$ cat src/shared/pmf_defs.vh
// constants for the power mode and output format configuration register
`ifndef PMF_DEFS_VH
`define PMF_DEFS_VH
// ==========================================
// register offsets
`define PMF_ADDR_CTRL        8'h16
`define PMF_ADDR_RATE        8'h17
`define PMF_ADDR_TEMP        8'h01
`define PMF_ADDR_OUT_FIRST   8'h04
`define PMF_ADDR_OUT_LAST    8'h09
`define PMF_ADDR_BUF_FIRST   8'h18
`define PMF_ADDR_BUF_LAST    8'h1D
// ==========================================
// reset values
`define PMF_CTRL_RESET       8'h00
`define PMF_RATE_RESET       8'h00
// ==========================================
// field positions
`define PMF_WAKE_POWER_SELECT_HI       7
`define PMF_WAKE_POWER_SELECT_LO       6
`define PMF_SLEEP_POWER_SELECT_HI      5
`define PMF_SLEEP_POWER_SELECT_LO      4
`define PMF_BYTE_ORDER_BIT   3
`define PMF_SPARE_BIT        2
`define PMF_TEMP_AINC_BIT    1
`define PMF_FAST_READ_BIT    0
// ==========================================
// power mode encodings
`define PMF_PM_LOW           2'h0
`define PMF_PM_HIGH          2'h1
`define PMF_MODE_LP          2'h0
`define PMF_MODE_HP          2'h1
`define PMF_MODE_FLEX        2'h2
// ==========================================
// flexible mode base period
`define PMF_BASE_PERIOD_NS   312500
`define PMF_CLK_PERIOD_NS    10
`define PMF_BASE_CYCLES      (`PMF_BASE_PERIOD_NS / `PMF_CLK_PERIOD_NS)
// last count of one base period, sized for the base divider
`define PMF_BASE_LAST        16'h7A11
`endif

$ cat src/rtl/pmf_config.v
// power mode and output format configuration register with its effects
`timescale 1ns/1ns
`include "pmf_defs.vh"

// Functional notes
// - wake 00b selects low-power, upper nibble rate
// - wake 01b selects high-performance, upper nibble code
// - wake 1xb flexible, upper nibble is decimation
// - sleep 00b selects low-power, lower nibble rate
// - sleep 01b selects high-performance, lower nibble code
// - sleep 1xb flexible, lower nibble is decimation
// - byte order clear gives little-endian, right-justified
// - byte order set gives big-endian, left-justified
// - byte order only on axis, magnitude, buffer
// - temperature bit adds temp to auto-increment
// - fast read returns only sample MSB
// - fast read MSB at lower address always
// - fast read burst skips each axis upper address
// - flexible rate from idle, base period, decimation
module pmf_config (
  input  wire        clk,
  input  wire        rst,
  input  wire        reg_wr,
  input  wire        reg_rd,
  input  wire [7:0]  reg_addr,
  input  wire [7:0]  reg_wdata,
  input  wire        in_wake,
  input  wire [11:0] wake_idle,
  input  wire [11:0] sleep_idle,
  input  wire [11:0] sample_data,
  input  wire        sample_is_formatted,
  input  wire        burst_step,
  output reg  [7:0]  reg_rdata,
  output reg  [1:0]  wake_mode,
  output reg  [1:0]  sleep_mode,
  output reg  [3:0]  wake_rate_code,
  output reg  [3:0]  sleep_rate_code,
  output reg  [3:0]  wake_decimation,
  output reg  [3:0]  sleep_decimation,
  output reg  [1:0]  active_mode,
  output reg  [7:0]  fmt_low_byte,
  output reg  [7:0]  fmt_high_byte,
  output reg  [7:0]  next_ptr,
  output reg         rate_tick
);

  // ==========================================
  // register storage
  reg  [7:0]  power_mode_format_ctrl;
  reg  [7:0]  rate_config_reg;
  wire [1:0]  wake_power_select;
  wire [1:0]  sleep_power_select;
  wire        output_byte_order;
  wire        temp_in_autoinc;
  wire        fast_read;
  reg  [7:0]  ptr;

  assign wake_power_select  = power_mode_format_ctrl[`PMF_WAKE_POWER_SELECT_HI:`PMF_WAKE_POWER_SELECT_LO];
  assign sleep_power_select = power_mode_format_ctrl[`PMF_SLEEP_POWER_SELECT_HI:`PMF_SLEEP_POWER_SELECT_LO];
  assign output_byte_order  = power_mode_format_ctrl[`PMF_BYTE_ORDER_BIT];
  assign temp_in_autoinc    = power_mode_format_ctrl[`PMF_TEMP_AINC_BIT];
  assign fast_read          = power_mode_format_ctrl[`PMF_FAST_READ_BIT];

  // register writes; all eight bits stored as written
  // spare bit stored
  always @(posedge clk or posedge rst) begin
    if (rst) begin
      power_mode_format_ctrl <= `PMF_CTRL_RESET;
      rate_config_reg        <= `PMF_RATE_RESET;
    end else if (reg_wr) begin
      if (reg_addr == `PMF_ADDR_CTRL)
        power_mode_format_ctrl <= reg_wdata;
      if (reg_addr == `PMF_ADDR_RATE)
        rate_config_reg <= reg_wdata;
    end
  end

  // register reads; unmapped addresses read zero
  always @(posedge clk or posedge rst) begin
    if (rst) begin
      reg_rdata <= 8'h00;
    end else if (reg_rd) begin
      case (reg_addr)
        `PMF_ADDR_CTRL: reg_rdata <= power_mode_format_ctrl;
        `PMF_ADDR_RATE: reg_rdata <= rate_config_reg;
        default:        reg_rdata <= 8'h00;
      endcase
    end
  end

  // ==========================================
  // power mode decode and rate nibble interpretation
  wire [1:0] next_wake_mode;
  wire [1:0] next_sleep_mode;
  wire [3:0] next_wake_rate;
  wire [3:0] next_sleep_rate;
  wire [3:0] next_wake_decimation;
  wire [3:0] next_sleep_decimation;

  pmf_pm_decode u_wake_decode (
    .power_select (wake_power_select),
    .rate_nibble  (rate_config_reg[7:4]),
    .mode         (next_wake_mode),
    .rate_code    (next_wake_rate),
    .decimation   (next_wake_decimation)
  );

  pmf_pm_decode u_sleep_decode (
    .power_select (sleep_power_select),
    .rate_nibble  (rate_config_reg[3:0]),
    .mode         (next_sleep_mode),
    .rate_code    (next_sleep_rate),
    .decimation   (next_sleep_decimation)
  );

  // registered mode outputs; active mode follows the wake or sleep state
  always @(posedge clk or posedge rst) begin
    if (rst) begin
      wake_mode        <= `PMF_MODE_LP;
      sleep_mode       <= `PMF_MODE_LP;
      wake_rate_code   <= 4'h0;
      sleep_rate_code  <= 4'h0;
      wake_decimation  <= 4'h0;
      sleep_decimation <= 4'h0;
      active_mode      <= `PMF_MODE_LP;
    end else begin
      wake_mode        <= next_wake_mode;
      sleep_mode       <= next_sleep_mode;
      wake_rate_code   <= next_wake_rate;
      sleep_rate_code  <= next_sleep_rate;
      wake_decimation  <= next_wake_decimation;
      sleep_decimation <= next_sleep_decimation;
      active_mode      <= in_wake ? next_wake_mode : next_sleep_mode;
    end
  end

  // ==========================================
  // flexible mode sample timer: (idle+1) base periods times 2^dec
  wire [11:0] cur_idle;
  wire [3:0]  cur_dec;
  wire [15:0] dec_limit;
  wire        flex_now;
  wire        base_tick;
  wire        idle_wrap;
  wire        dec_wrap;

  assign flex_now  = (active_mode == `PMF_MODE_FLEX);
  assign cur_idle  = in_wake ? wake_idle : sleep_idle;
  assign cur_dec   = in_wake ? wake_decimation : sleep_decimation;
  assign dec_limit = (16'h0001 << cur_dec) - 16'h0001;

  pmf_step_div #(
    .WIDTH (16)
  ) u_base_div (
    .clk   (clk),
    .rst   (rst),
    .clr   (!flex_now),
    .step  (flex_now),
    .limit (`PMF_BASE_LAST),
    .wrap  (base_tick)
  );

  pmf_step_div #(
    .WIDTH (12)
  ) u_idle_div (
    .clk   (clk),
    .rst   (rst),
    .clr   (!flex_now),
    .step  (base_tick),
    .limit (cur_idle),
    .wrap  (idle_wrap)
  );

  pmf_step_div #(
    .WIDTH (16)
  ) u_dec_div (
    .clk   (clk),
    .rst   (rst),
    .clr   (!flex_now),
    .step  (idle_wrap),
    .limit (dec_limit),
    .wrap  (dec_wrap)
  );

  // one-cycle sample pulse at the end of each flexible period
  always @(posedge clk or posedge rst) begin
    if (rst) begin
      rate_tick <= 1'b0;
    end else begin
      rate_tick <= dec_wrap;
    end
  end

  // ==========================================
  // output sample formatting
  always @(posedge clk or posedge rst) begin
    if (rst) begin
      fmt_low_byte  <= 8'h00;
      fmt_high_byte <= 8'h00;
    end else if (fast_read) begin
      fmt_low_byte  <= sample_data[11:4];
      fmt_high_byte <= 8'h00;
    end else if (output_byte_order && sample_is_formatted) begin
      fmt_low_byte  <= sample_data[11:4];
      fmt_high_byte <= {sample_data[3:0], 4'h0};
    end else begin
      fmt_low_byte  <= sample_data[7:0];
      fmt_high_byte <= {4'h0, sample_data[11:8]};
    end
  end

  // ==========================================
  // burst read address pointer
  wire in_out_range;
  wire in_buf_range;
  reg  [7:0] next_addr;

  assign in_out_range = (ptr >= `PMF_ADDR_OUT_FIRST) && (ptr <= `PMF_ADDR_OUT_LAST);
  assign in_buf_range = (ptr >= `PMF_ADDR_BUF_FIRST) && (ptr <= `PMF_ADDR_BUF_LAST);

  always @* begin
    next_addr = ptr + 8'h01;
    if (fast_read && (in_out_range || in_buf_range))
      next_addr = ptr + 8'h02;
    if (!temp_in_autoinc && next_addr == `PMF_ADDR_TEMP)
      next_addr = next_addr + 8'h01;
  end

  // pointer loads on a register access and steps on each burst byte
  always @(posedge clk or posedge rst) begin
    if (rst) begin
      ptr      <= 8'h00;
      next_ptr <= 8'h00;
    end else if (reg_rd || reg_wr) begin
      ptr      <= reg_addr;
      next_ptr <= reg_addr;
    end else if (burst_step) begin
      ptr      <= next_addr;
      next_ptr <= next_addr;
    end
  end

endmodule

// ==========================================
// power select decode shared by the wake and sleep halves
module pmf_pm_decode (
  input  wire [1:0] power_select,
  input  wire [3:0] rate_nibble,
  output reg  [1:0] mode,
  output reg  [3:0] rate_code,
  output reg  [3:0] decimation
);

  // nibble is a rate code outside flexible mode, a decimation code inside
  always @* begin
    mode       = `PMF_MODE_LP;
    rate_code  = rate_nibble;
    decimation = 4'h0;
    if (power_select[1]) begin
      mode       = `PMF_MODE_FLEX;
      rate_code  = 4'h0;
      decimation = rate_nibble;
    end else if (power_select == `PMF_PM_HIGH) begin
      mode = `PMF_MODE_HP;
    end
  end

endmodule

// ==========================================
// step counter that wraps once the count reaches its limit
module pmf_step_div #(
  parameter WIDTH = 16
) (
  input  wire             clk,
  input  wire             rst,
  input  wire             clr,
  input  wire             step,
  input  wire [WIDTH-1:0] limit,
  output wire             wrap
);

  reg [WIDTH-1:0] cnt;

  // at-or-past compare, so a lowered limit never strands the count
  assign wrap = step && (cnt >= limit);

  // counts steps; held at zero while cleared
  always @(posedge clk or posedge rst) begin
    if (rst) begin
      cnt <= {WIDTH{1'h0}};
    end else if (clr || wrap) begin
      cnt <= {WIDTH{1'h0}};
    end else if (step) begin
      cnt <= cnt + {{(WIDTH-1){1'h0}}, 1'h1};
    end
  end

endmodule

$ cat config.mk
export PLATFORM = sky130hd
export DESIGN_NAME = pmf_config
export DESIGN_NICKNAME = d
export VERILOG_FILES = /design/src/rtl/pmf_config.v
export VERILOG_INCLUDE_DIRS = /design/src /design/src/shared
export SDC_FILE = /design/constraint.sdc
export NUM_CORES = 1
export LEC_CHECK = 0
export BUFFER_PORTS_ARGS = -buffer_cell sky130_fd_sc_hd__buf_4
export CAP_MARGIN = 20
export CORE_UTILIZATION = 44
export DETAILED_ROUTE_END_ITERATION = 10
export PLACE_DENSITY = 0.63
export SETUP_SLACK_MARGIN = 0.02
export SYNTH_ARGS = -nofsm -noshare
export SYNTH_HDL_FRONTEND = slang
export SYNTH_HIERARCHICAL = 1
export SYNTH_SLANG_ARGS = --single-unit
$ cat constraint.sdc
create_clock -name clk -period 4.8 [get_ports clk]
set_input_delay 0.96 -clock clk [delete_from_list [all_inputs] [get_ports clk]]
set_output_delay 0.96 -clock clk [all_outputs]
set_load 0.05 [all_outputs]
==> flow_summary.ini <==
[run_status]
status = finished, final reports clean

[timing]
skew_ns = 0.00616
slew_headroom_pct = 39.5
drv_slew = 0
rsz0062_at_grt = false
worstMarginPinSlew_ns = 0.908
max_freq_mhz = 248
finalCritPeriodShare_pct = 84.1
fin_hold_ws_ns = 0.488
finalHoldViolCount = 0
fin_setup_tns_ns = 0
finalSetupViolCount = 0
fin_crit_ns = 4.04

[grt]
antenna_found_initial = 0
gr-usage-met2_pct = 34.4
grt_first_pass_wirelength_mm = 27.4
use_met1_pct = 25.8
busiest_layer = met2
grt_start_max_net_pins = 50
grt_pass1_vias = 5721
grt.total_usage_pct = 21.1
use_met3_pct = 6.60
overflow = 0

[clock_tree]
clock_sink_count = 115
post_cts_buffers = 0
clockRootBuffer = clkbuf_16
cts.clk_slew.worst_paths_ns = 0.05
hold_buffers = 0
cts.path.max_buffers = 2
cts_resized = 0
insertion_delay_ns = 0.41
cts_buffers = 17
cts_tree = done
cts_htree_levels = 4

[die]
core_sq_um = 15900
dieArea_sq_um = 16800
fp-row-count = 46
start_util_pct = 45.2
boundaryPins = 114
fp.dieW_microns = 130
die_y_microns = 130

[placement]
globalplace.congestion = 0.824
numPortBuffers = 113
dp_hpwl_mm = 12.7

[yosys]
netlist_instances = 712
synth-edff-count = 0
syn_area_per_cell_sq_um = 10.1
synth_ff_type = dfrtp_1
synth_area_sq_um = 7180
ys_async_sr_fraction_pct = 100
yosysSeqAreaShare_pct = 40.1
synth_cell_types = 76
ys_warn_count = 6
ys_ff_latch = 115

[finish]
drive_gt1_share_pct = 29.5
fillers = 1404
area_delta_synth_final_pct = 24.1
regArea_sq_um = 2880
diodes = 0
multi_input_area_sq_um = 3960
top_regs = u_base_div/cnt x16, u_dec_div/cnt x16, u_idle_div/cnt x12
layout.nets = 959

[worst_setup_path]
rrSetupSlack_ns = 1.04
cp_cell_sequence = buf_4 > mux2i_1 > inv_1 > nor2_1 > inv_1 > nor2_1 > nand2_1 > ha_1 > nor2_1 > a22oi_1 > o21ai_0 > inv_1 > ha_1 > nand4_4 > nor3_4 > nand3b_2 > a31oi_4 > nor2_1
end_kind = register
crit_arrival_ns = 4.31
reg2reg_depth = 17
crit_family = simple AND/OR/NAND/NOR gates
critPathKind = in -> reg
timing.rr.end = u_dec_div/cnt[13]
worstPathMaxFanout = 14
crit_buf_inv = 4
max_stage_delay_ns = 0.47
cp-start-kind = input pin
required_ns = 5.07
r2r_start = wake_decimation[3]
worst_path_max_delay_cell = a31oi_4
cpMostUsedCell = nor2_1

[job]
maxCapViolations = 0

[route]
ant_nets = 0
wl_per_cell_microns = 15.5
vias = 5537
firstDrtPassIters = 4
vias_per_cell = 5.15
routed_wl_mm = 16.6
drc = 0
drt_first_iter_violations = 188

[pwr]
powerDensity_nw_per_um2 = 299
ir_drop_v = 0.000180
power.leakage_nw = 4.18

[worst_hold_path]
hold_class = in -> async
==> cell usage in the layout, fill, tap and decap left out, drive strengths merged, types with 3 or more instances in the layout <==
| cell type | instances |
|---|---|
| mux2i | 16 |
| conb | 17 |
| clkinv | 7 |
| o31ai | 3 |
| xnor2 | 28 |
| o211a | 3 |
| clkbuf | 22 |
| o41ai | 3 |
| or2 | 3 |
| a31oi | 4 |
| or3 | 3 |
| o21ai | 19 |
| xor2 | 19 |
| inv | 74 |
| o22ai | 8 |
| mux2 | 44 |
| nand2b | 8 |
| and3 | 4 |
| dfrtp | 115 |
| a211oi | 3 |
| nand2 | 50 |
| bufinv | 3 |
| ha | 54 |
| nor2b | 13 |
| nor2 | 63 |
| buf | 121 |
| a21oi | 26 |
| o2111ai | 3 |
| and2 | 19 |
| nor4 | 8 |
| a2111oi | 3 |
| nand3 | 22 |
| and4 | 4 |
| nor3 | 24 |
| nand4 | 14 |
| o21bai | 3 |
==> logic make-up after synthesis <==
logic type / count (synthesis) / synth area share [%]
flops: 115 / 40.1
simple gates: 243 / 19.8
buf+inv: 95 / 5.66
xor+xnor: 47 / 5.73
compound gates: 96 / 10.2
other cells: 2 / 0.105
fa+ha+maj: 54 / 9.41
mux: 60 / 9.13
==> cell usage after synthesis (3+ instances only) <==
cell type | count | area share (%)
nor3_1 | 19 | 1.3
o21ai_0 | 16 | 1.1
o41ai_1 | 3 | 0.37
o21bai_1 | 3 | 0.31
nor2b_1 | 13 | 1.1
and3_1 | 3 | 0.26
ha_1 | 54 | 9.4
and4_1 | 4 | 0.49
nor3_2 | 3 | 0.42
xnor2_1 | 28 | 3.4
o22ai_1 | 8 | 0.70
clkbuf_1 | 9 | 0.47
a21oi_1 | 25 | 1.7
xor2_1 | 19 | 2.3
o211a_1 | 3 | 0.42
nor2_1 | 43 | 2.2
nand2b_4 | 3 | 0.57
mux2_2 | 42 | 6.6
buf_2 | 4 | 0.28
or3_1 | 3 | 0.26
o31ai_1 | 3 | 0.31
buf_6 | 5 | 0.78
a211oi_1 | 3 | 0.31
nor2_2 | 20 | 1.7
and2_1 | 18 | 1.6
dfrtp_1 | 115 | 40
nand2b_1 | 5 | 0.44
nand4_1 | 12 | 1.0
nand3_1 | 20 | 1.4
nand2_1 | 48 | 2.5
mux2i_1 | 16 | 2.2
nor4_2 | 6 | 1.0
inv_1 | 73 | 3.8
==> final cells by class <==
class | instances | area share, %
clock inverters | 10 | 1.45
repair buffers | 121 | 10.3
inverters | 74 | 3.12
clock buffers | 22 | 5.43
multi-input cells | 517 | 44.4
flip-flops and latches | 115 | 32.3
well taps | 216 | 3.03
==> layer usage <==
| metal | routed length [microns] | up-vias |
|---|---|---|
| met5 | 0 | - |
| met1 | 7260 | 2636 |
| met4 | 347 | 0 |
| met3 | 1190 | 23 |
| met2 | 7830 | 162 |
| li1 | - | 2716 |
==> worst max path at each step <==
stage                 start                end  slack, ns  cells after the start
floorplan           in_wake   u_dec_div/cnt[3]       0.61                     18
global placement    in_wake  u_dec_div/cnt[15]       0.47                     17
detailed placement  in_wake  u_dec_div/cnt[13]       0.34                     18
CTS                 in_wake  u_dec_div/cnt[13]       0.77                     18
global route        in_wake  u_dec_div/cnt[13]       0.47                     18
finish              in_wake  u_dec_div/cnt[13]       0.76                     18
==> worst register-to-register path, cell delays in order (launching register included) <==
cell	delay (ns)
dfrtp_1	0.42
mux2i_1	0.22
inv_1	0.12
nor2_1	0.19
inv_1	0.09
nor2_1	0.19
nand2_1	0.11
ha_1	0.29
nor2_1	0.22
a22oi_1	0.09
o21ai_0	0.18
inv_1	0.07
ha_1	0.32
nand4_4	0.13
nor3_4	0.24
nand3b_2	0.15
a31oi_4	0.47
nor2_1	0.12
==> power by group <==
| part | internal, mW | switching [mW] |
|---|---|---|
| sequential | 0.997 | 0.0323 |
| combinational | 0.139 | 0.204 |
| clock | 0.865 | 0.429 |
| total | 2.00 | 0.665 |
==> per-stage QoR <==
stage / util (%) / worst slack (ns) / std cells / area [sq um] / power [mW]
floorplan: - / 0.607 / 727 / 7240 / 1.28
global placement: 52.1 / 0.465 / 1041 / 8270 / 1.38
detailed placement: 52.1 / 0.336 / 1041 / 8270 / 1.39
CTS: 55.9 / 0.767 / 1073 / 8890 / 2.69
global route: 56.1 / 0.474 / 1075 / 8910 / 2.77
finish: 56.1 / 0.762 / 1075 / 8910 / 2.67
No activity file was read; power rests on OpenSTA's default activity.
